===== src/hw/vsfc_pkg.sv =====
package vsfc_pkg;

   // Register subaddresses
   localparam logic [7:0] ADDR_HSTEP_LOW   = 8'h9A;
   localparam logic [7:0] ADDR_VSTEP_LOW   = 8'h9B;
   localparam logic [7:0] ADDR_STEP_UPPER  = 8'h9C;
   localparam logic [7:0] ADDR_ODD_LOW     = 8'h9D;
   localparam logic [7:0] ADDR_EVEN_LOW    = 8'h9E;
   localparam logic [7:0] ADDR_WGT_UPPER   = 8'h9F;
   localparam logic [7:0] ADDR_SKIP_LOW    = 8'hA0;
   localparam logic [7:0] ADDR_BLANK_SKIP  = 8'hA1;
   localparam logic [7:0] ADDR_BORDER_LUMA = 8'hA2;

   // Reset values
   localparam logic [7:0] RST_HSTEP_LOW   = 8'h00;
   localparam logic [7:0] RST_VSTEP_LOW   = 8'h00;
   localparam logic [7:0] RST_STEP_UPPER  = 8'h00;
   localparam logic [7:0] RST_ODD_LOW     = 8'h00;
   localparam logic [7:0] RST_EVEN_LOW    = 8'h00;
   localparam logic [7:0] RST_WGT_UPPER   = 8'h00;
   localparam logic [7:0] RST_SKIP_LOW    = 8'h00;
   localparam logic [7:0] RST_BLANK_SKIP  = 8'h00;
   localparam logic [7:0] RST_BORDER_LUMA = 8'h00;
   localparam logic [7:0] RDATA_UNMAPPED  = 8'h00;

   // Field positions
   localparam int UPPER_HI_MSB  = 7;
   localparam int UPPER_HI_LSB  = 4;
   localparam int UPPER_LO_MSB  = 3;
   localparam int UPPER_LO_LSB  = 0;
   localparam int BLANK_BIT     = 7;
   localparam int RSVD_MSB      = 6;
   localparam int RSVD_LSB      = 4;

   // Scaler constants
   localparam int                STEP_W       = 12;
   localparam logic [11:0]       SKIP_FILTER_OFF = 12'hFFF;
   localparam logic [11:0]       ODD_OFFSET   = 12'h800;

endpackage : vsfc_pkg


===== src/hw/vsfc_phase.sv =====
`timescale 1ns/1ns
`default_nettype none

module vsfc_phase #(
   parameter int W = 12
) (
   input  wire logic         i_clock,
   input  wire logic         i_rst,
   input  wire logic         i_field_start,
   input  wire logic         i_field_odd,
   input  wire logic         i_line_step,
   input  wire logic [W-1:0] i_odd_weight,
   input  wire logic [W-1:0] i_even_weight,
   input  wire logic [W-1:0] i_step,
   output logic      [W-1:0] o_phase,
   output logic              o_wrap
);
   import vsfc_pkg::*;

   logic [W-1:0] phase_reg;
   logic         wrap_reg;
   logic [W:0]   sum;

   if (W < 2) begin : g_bad_width
      $error("vsfc_phase: W too small");
   end

   assign sum = {1'b0, phase_reg} + {1'b0, i_step};

   // Field start loads the first-line weight, each input line advances
   always_ff @(posedge i_clock) begin
      if (i_rst) begin
         phase_reg <= '0;
         wrap_reg  <= 1'b0;
      end else if (i_field_start) begin
         phase_reg <= i_field_odd ? i_odd_weight : i_even_weight;
         wrap_reg  <= 1'b0;
      end else if (i_line_step) begin
         phase_reg <= sum[W-1:0];
         wrap_reg  <= sum[W];
      end else begin
         wrap_reg  <= 1'b0;
      end
   end

   assign o_phase = phase_reg;
   assign o_wrap  = wrap_reg;
endmodule : vsfc_phase

`default_nettype wire


===== src/hw/vsfc_top.sv =====
// What this block does
// - Odd field first-line weight is 12 bits, low byte plus low nibble.
// - Even field first-line weight is 12 bits, low byte plus high nibble.
// - Line skip sets flicker strength; zero strongest, all ones switches filter off.
// - Blank enable forces internal blanking in bypass mode; clear after reset.
// - Underscan border uses the programmable 8-bit luma value.
`timescale 1ns/1ns
`default_nettype none

module vsfc_top #(
   parameter int STEP_WIDTH = 12
) (
   input  wire logic                  i_clock,
   input  wire logic                  i_rst,
   input  wire logic [7:0]            i_reg_addr,
   input  wire logic [7:0]            i_reg_wdata,
   input  wire logic                  i_reg_wr,
   input  wire logic                  i_reg_rd,
   output logic      [7:0]            o_reg_rdata,
   output logic                       o_reg_rvalid,
   input  wire logic                  i_bypass_mode,
   input  wire logic                  i_field_start,
   input  wire logic                  i_field_odd,
   input  wire logic                  i_line_step,
   output logic      [STEP_WIDTH-1:0] o_horizontal_scale_step,
   output logic      [STEP_WIDTH-1:0] o_vertical_scale_step,
   output logic      [STEP_WIDTH-1:0] o_vertical_line_skip,
   output logic                       o_flicker_enable,
   output logic                       o_forced_blank,
   output logic      [7:0]            o_border_luma_value,
   output logic      [STEP_WIDTH-1:0] o_vertical_phase,
   output logic                       o_phase_wrap
);
   import vsfc_pkg::*;

   if (STEP_WIDTH != STEP_W) begin : g_bad_width
      $error("vsfc_top: STEP_WIDTH must be 12");
   end

   function automatic logic [11:0] join12(input logic [3:0] hi, input logic [7:0] lo);
      join12 = {hi, lo};
   endfunction : join12

   logic [7:0] hstep_low_reg;
   logic [7:0] vstep_low_reg;
   logic [7:0] step_upper_reg;
   logic [7:0] odd_low_reg;
   logic [7:0] even_low_reg;
   logic [7:0] wgt_upper_reg;
   logic [7:0] skip_low_reg;
   logic [7:0] blank_skip_reg;
   logic [7:0] border_luma_reg;
   logic [7:0] rdata_reg;
   logic       rvalid_reg;
   logic       flicker_en_reg;
   logic       forced_blank_reg;

   logic [11:0] hstep;
   logic [11:0] vstep;
   logic [11:0] odd_weight;
   logic [11:0] even_weight;
   logic [11:0] line_skip;
   logic [7:0]  rd_mux;

   assign hstep       = join12(step_upper_reg[UPPER_LO_MSB:UPPER_LO_LSB], hstep_low_reg);
   assign vstep       = join12(step_upper_reg[UPPER_HI_MSB:UPPER_HI_LSB], vstep_low_reg);
   assign odd_weight  = join12(wgt_upper_reg[UPPER_LO_MSB:UPPER_LO_LSB], odd_low_reg);
   assign even_weight = join12(wgt_upper_reg[UPPER_HI_MSB:UPPER_HI_LSB], even_low_reg);
   assign line_skip   = join12(blank_skip_reg[UPPER_LO_MSB:UPPER_LO_LSB], skip_low_reg);

   // Scale step registers
   always_ff @(posedge i_clock) begin
      if (i_rst) begin
         hstep_low_reg  <= RST_HSTEP_LOW;
         vstep_low_reg  <= RST_VSTEP_LOW;
         step_upper_reg <= RST_STEP_UPPER;
      end else if (i_reg_wr) begin
         if (i_reg_addr == ADDR_HSTEP_LOW)  hstep_low_reg  <= i_reg_wdata;
         if (i_reg_addr == ADDR_VSTEP_LOW)  vstep_low_reg  <= i_reg_wdata;
         if (i_reg_addr == ADDR_STEP_UPPER) step_upper_reg <= i_reg_wdata;
      end
   end

   // First-line weight registers
   always_ff @(posedge i_clock) begin
      if (i_rst) begin
         odd_low_reg   <= RST_ODD_LOW;
         even_low_reg  <= RST_EVEN_LOW;
         wgt_upper_reg <= RST_WGT_UPPER;
      end else if (i_reg_wr) begin
         if (i_reg_addr == ADDR_ODD_LOW)   odd_low_reg   <= i_reg_wdata;
         if (i_reg_addr == ADDR_EVEN_LOW)  even_low_reg  <= i_reg_wdata;
         if (i_reg_addr == ADDR_WGT_UPPER) wgt_upper_reg <= i_reg_wdata;
      end
   end

   // Line skip, blank enable and border luma; reserved bits stored as written
   always_ff @(posedge i_clock) begin
      if (i_rst) begin
         skip_low_reg    <= RST_SKIP_LOW;
         blank_skip_reg  <= RST_BLANK_SKIP;
         border_luma_reg <= RST_BORDER_LUMA;
      end else if (i_reg_wr) begin
         if (i_reg_addr == ADDR_SKIP_LOW)    skip_low_reg    <= i_reg_wdata;
         if (i_reg_addr == ADDR_BLANK_SKIP)  blank_skip_reg  <= i_reg_wdata;
         if (i_reg_addr == ADDR_BORDER_LUMA) border_luma_reg <= i_reg_wdata;
      end
   end

   always_comb begin
      case (i_reg_addr)
         ADDR_HSTEP_LOW:   rd_mux = hstep_low_reg;
         ADDR_VSTEP_LOW:   rd_mux = vstep_low_reg;
         ADDR_STEP_UPPER:  rd_mux = step_upper_reg;
         ADDR_ODD_LOW:     rd_mux = odd_low_reg;
         ADDR_EVEN_LOW:    rd_mux = even_low_reg;
         ADDR_WGT_UPPER:   rd_mux = wgt_upper_reg;
         ADDR_SKIP_LOW:    rd_mux = skip_low_reg;
         ADDR_BLANK_SKIP:  rd_mux = blank_skip_reg;
         ADDR_BORDER_LUMA: rd_mux = border_luma_reg;
         default:          rd_mux = RDATA_UNMAPPED;
      endcase
   end

   // Read answer one cycle after the request
   always_ff @(posedge i_clock) begin
      if (i_rst) begin
         rdata_reg  <= RDATA_UNMAPPED;
         rvalid_reg <= 1'b0;
      end else begin
         rvalid_reg <= i_reg_rd;
         if (i_reg_rd) rdata_reg <= rd_mux;
      end
   end

   // Filter and blanking controls
   always_ff @(posedge i_clock) begin
      if (i_rst) begin
         flicker_en_reg   <= 1'b0;
         forced_blank_reg <= 1'b0;
      end else begin
         flicker_en_reg   <= (line_skip != SKIP_FILTER_OFF);
         forced_blank_reg <= i_bypass_mode & blank_skip_reg[BLANK_BIT];
      end
   end

   vsfc_phase #(
      .W (STEP_WIDTH)
   ) u_phase (
      .i_clock       (i_clock),
      .i_rst         (i_rst),
      .i_field_start (i_field_start),
      .i_field_odd   (i_field_odd),
      .i_line_step   (i_line_step),
      .i_odd_weight  (odd_weight),
      .i_even_weight (even_weight),
      .i_step        (vstep),
      .o_phase       (o_vertical_phase),
      .o_wrap        (o_phase_wrap)
   );

   assign o_reg_rdata             = rdata_reg;
   assign o_reg_rvalid            = rvalid_reg;
   assign o_horizontal_scale_step = hstep;
   assign o_vertical_scale_step   = vstep;
   assign o_vertical_line_skip    = line_skip;
   assign o_flicker_enable        = flicker_en_reg;
   assign o_forced_blank          = forced_blank_reg;
   assign o_border_luma_value     = border_luma_reg;
endmodule : vsfc_top

`default_nettype wire


===== config.mk =====
export PLATFORM = sky130hd
export DESIGN_NAME = vsfc_top
export DESIGN_NICKNAME = d
export VERILOG_FILES = /design/src/hw/vsfc_pkg.sv /design/src/hw/vsfc_phase.sv /design/src/hw/vsfc_top.sv
export SDC_FILE = /design/constraint.sdc
export NUM_CORES = 1
export LEC_CHECK = 0
export BUFFER_PORTS_ARGS = -buffer_cell sky130_fd_sc_hd__buf_4
export CAP_MARGIN = 20
export CORE_MARGIN = 4
export CORE_UTILIZATION = 50
export CTS_CLUSTER_SIZE = 16
export DETAILED_ROUTE_END_ITERATION = 6
export PLACE_DENSITY_LB_ADDON = 0.25
export SYNTH_ARGS = -nofsm -noshare
export SYNTH_HDL_FRONTEND = slang
export SYNTH_SLANG_ARGS = --single-unit
export TNS_END_PERCENT = 20

===== constraint.sdc =====
create_clock -name i_clock -period 4.3 [get_ports i_clock]
set_clock_uncertainty 0.15 [all_clocks]
set_input_delay 0.86 -clock i_clock [delete_from_list [all_inputs] [get_ports i_clock]]
set_output_delay 0.86 -clock i_clock [all_outputs]
set_load 0.005 [all_outputs]

# Yosys cells after proc, flatten, opt, wreduce, memory -nomap -nowiden
# Index checks and enable logic that the tools add are counted.
# totals
regBits	96
in_bits	24
output_inout_bits	68
elab_cells	43
# op_classes
addsub	1
n_eq_ne	10
muxes	4
bitwise	2
reduce_logical	11
# op_table
op	count
8-bit == test (second input constant)	9
8-bit one-hot mux with 9 select lines	1
12-bit 2-to-1 mux	3
2-bit AND reduction	9
12-bit by 12-bit adder with 13-bit output	1
12-bit inequality test (second input constant)	1
3-bit OR reduction	1
2-bit nonzero test	1
1-bit bitwise AND	1
1-bit NOT	1

# Longest topological paths before layout
# logic_depth
word_depth	3
mapped_depth	7

# Cells and area by module
# From an unflattened synthesis, not the netlist that was laid out.
# hier_totals
cells_unflattened	559
hier_area_um2	5231.3
# modules_own_cells
mod	instances	cells_each	area_each_um2	seq_area_each_um2
vsfc_top	1	403	3902.5	1661.6
vsfc_phase	1	156	1328.8	260.2

# Worst setup path after synthesis
# OpenSTA, ideal clock, no wires.
# synth_timing
path_type	input -> register
startpoint	input i_reg_addr[2]
endpoint	register even_low_reg[2]
setup_ns	0.129
arrival_time_ns	1.964
t_required_ns	4.021
setup_slack_ns	2.057
stages	6
n_path_buf	3
path_cell_list	buf_2 -> buf_2 -> buf_2 -> nand4_2 -> mux2i_1 -> nor2_1
# synth_between
elab_chain_cells	2
# synth_lines
item	line_no	source
from (decl)	vsfc_top.sv:15	input wire logic [7:0] i_reg_addr,
8-bit == test	vsfc_top.sv:92	if (i_reg_addr == ADDR_EVEN_LOW) even_low_reg <= i_reg_wdata;
2-bit AND reduction (no source line)	--	
to (signal assigned)	vsfc_top.sv:92	
to (decl)	vsfc_top.sv:48	logic [7:0] even_low_reg;
# No other way between the ends.
# A chain may end at the register's enable or synchronous reset.

# Worst setup path after layout
# layout_timing
startpoint	input i_reg_addr[6]
endpoint	register hstep_low_reg[3]
# layout_between
elab_chain_cells	2
# layout_lines
item	line_no	source
8-bit == test	vsfc_top.sv:78	if (i_reg_addr == ADDR_HSTEP_LOW) hstep_low_reg <= i_reg_wdata;
2-bit AND reduction (no source line)	--	
to (signal assigned)	vsfc_top.sv:78	
to (decl)	vsfc_top.sv:44	logic [7:0] hstep_low_reg;
# No other way between the ends.

==> results.md <==
- Power density over cell area: 285 nW/um^2
- Die area: about 12,000 um^2
- Synthesis Warnings: 0
- WP data required: roughly 4400 ps
- # fillers: around 860
- Leak: around 2.9 nW
- Hold Crit Class: reg -> reg
- CP startpoint kind: input pin
- Post-layout net count: between 600 and 700
- Placed Instance Area: approximately 5600 um^2
- Hold-fix buffers at CTS: 0
- Final Hold Violating Endpoints: 0
- Postcts setup bufs: 0
- Post-synthesis average cell area: between 9 and 10 um^2
- Met1 GRT Util: 0.318
- Global-route wire length before repair: about 21,000 um
- Final Max Tran Viols: 0
- Initial DRC count: about 290
- RSZ-0062 raised after global routing: false
- Average wire per standard cell: 18.4 um
- Worst Setup Slack, final: ~1600 ps
- Proportion of layout cells with a drive suffix above 1: 0.222
- Pre-CTS setup slack: 1310 ps
- VDD IR max: roughly 0.00017 V
- #FFs+latches synth: between 90 and 100
- Crit path DAT: 2720 ps
- Slew Limit Headroom: 0.369
- Synth Cell Area: between 4000 and 5000 um^2
- Number of enable flip-flop cells after synthesis: 0
- Clock insertion delay at the later pin of the skew report: around 360 ps
- GR Util All Layers: 0.229
- R2R depth: 7
- Syn Nets: 561
- Routed vias/inst: ~5.7
- H-tree Lvls: 3
- Initial antenna violation count: 0
- Hold depth: 2
- DR pass1 iterations: 5
- Final routed DRC violation total: 0
- Post-synth cell types: 55
- FMAX: 0.377 GHz
- I/O pin cnt: between 90 and 100
- N_diodes: 0
- Clock slew at reported path FFs: 90 ps
- Antenna violation net count after detailed routing: 0
- Crit-path cells: buf_4 -> nor2b_1 -> and4b_1 -> nand4b_1 -> mux2i_1 -> nor2_1
- Die X: roughly 110 um
- GPL Wtd Cong: between 0.8 and 0.9
- Register Area: between 1500 and 2000 um^2
- Post-synthesis sequential area ratio: 0.387
- CP Class: in -> reg
- Die Ht: ~110 um
- Post-Route Hold Slack: between 300 and 400 ps
- Design area: 5810 um^2
- Async set or reset register ratio after synthesis: 0
- Max reg flops: 12
- Setup TNS: 0 ps
- Gr busiest metal: met2
- M3 GR Usage: 0.0348
- DRT Wirelength: between 10,000 and 15,000 um
- CTS Root Buffer Type: clkbuf_8
- DP HPWL: roughly 9400 um
- Bufs on Longest Clock Path: 2
- Final setup viols: 0
- Total congestion overflow: 0
- Max incr delay on CP: between 700 and 800 ps
- Top_reg_cell synth: dfxtp_1
- Gate Count Post-Synth: ~520
- Row Count: 36
- Syn-to-layout area delta: 17.0%
- Placeable Area: between 9000 and 10,000 um^2
- Met2 Track Usage GR: 0.360
- Num CTS Buffers: 9
- Worst slew pin tran: roughly 950 ps
- Period minus WS final: roughly 2700 ps
- Largest net degree at the start of global routing: 91
- PortBufs: 91
- Vias in the first global route: around 3,800
- Post-CTS Resized: 0
- Period utilization: 0.617
- Initial core utilization: 0.510
- CTS tree: done
- Clk sinks: 96
- # Max-Cap Violations: 0
- Vias: 4,122
- Multi-input gate area: 2810 um^2
- CP Max Fanout: 8
- CP endpoint kind: flip-flop
- Status: complete, no violations
- Slowest-stage cell, CP: nand4b_1
[power by group]
part / switching, mW / internal (mW)
Combinational: 0.0823 / 0.0503
Sequential: 0.00581 / 0.895
Clock: 0.299 / 0.323
Total: 0.387 / 1.27
[cells in the final DEF, fill, tap and decap left out, drive strengths merged, types with 6 or more instances in the layout]
cell	instances
nor2	96
dfxtp	96
mux2i	95
buf	91
a21oi	20
o21ai	18
nand2	15
a211oi	15
ha	12
clkbuf	11
nor2b	8
mux2	8
nand4	8
nand4b	7
a221oi	7
a22o	6
[layout make-up]
class	instances	share of cell area
flip-flops and latches	96	0.331
multi-input cells	378	0.485
clock buffers	11	0.0226
well taps	133	0.0287
repair buffers	91	0.118
clock inverters	4	0.0121
inverters	5	0.00323
[per-layer routing]
metal | share of wire | vias up
li1 | - | 2002
met5 | 0 | -
met2 | 0.47 | 127
met3 | 0.063 | 14
met4 | 0.015 | 0
met1 | 0.45 | 1979
[through the flow]
stage	std cells	util	power, mW
after detailed placement	703	0.576	1.05
after CTS	718	0.597	1.66
final	718	0.597	1.66
after global routing	718	0.597	1.71
after global placement	703	0.576	1.05
after floorplan	524	-	1.01
[Yosys cell counts (6+ instances only)]
cell      count  area [um^2]
dfxtp_1      96         1920
mux2i_1      95          951
nor2b_1       8         50.1
o21ai_0      17         85.1
mux2_2        6         67.6
a211oi_1     14          105
nand4b_1      7         61.3
nand2_1      15         56.3
clkbuf_1     24         90.1
a22o_1        6         52.6
nor2_1       96          360
buf_2        15         75.1
ha_1         12          150
a21oi_1      19         95.1
[critical path, delay by kind of cell]
| family | cells | cell delay [ps] |
|---|---|---|
| simple gates | 4 | 1380 |
| buf+inv | 1 | 110 |
| mux | 1 | 370 |
[cell families (layout without fill, tap and decap cells)]
logic type | after synthesis | count (layout) | synth area share
muxes | 108 | 108 | 0.234
adders and majority gates | 13 | 13 | 0.0343
DFF | 96 | 96 | 0.387
and+or+nand+nor | 158 | 158 | 0.156
AOI/OAI and AO/OA | 95 | 95 | 0.136
buffers and inverters | 50 | 111 | 0.0454
xor gates and xnor gates | 4 | 4 | 0.00706
[path summary, 6_finish.rpt]
path | end | from | slack, ps
max | hstep_low_reg[3]$_SDFFE_PP0P_ | i_reg_addr[6] | 1650
min | o_reg_rdata[7]$_SDFFE_PP0P_ | o_reg_rdata[7]$_SDFFE_PP0P_ | 310
max reg2reg | u_phase.o_wrap$_SDFF_PP0_ | vstep_low_reg[0]$_SDFFE_PP0P_ | 1850
min reg2reg | o_reg_rdata[7]$_SDFFE_PP0P_ | o_reg_rdata[7]$_SDFFE_PP0P_ | 310
Power figures use the tool's default switching activity.
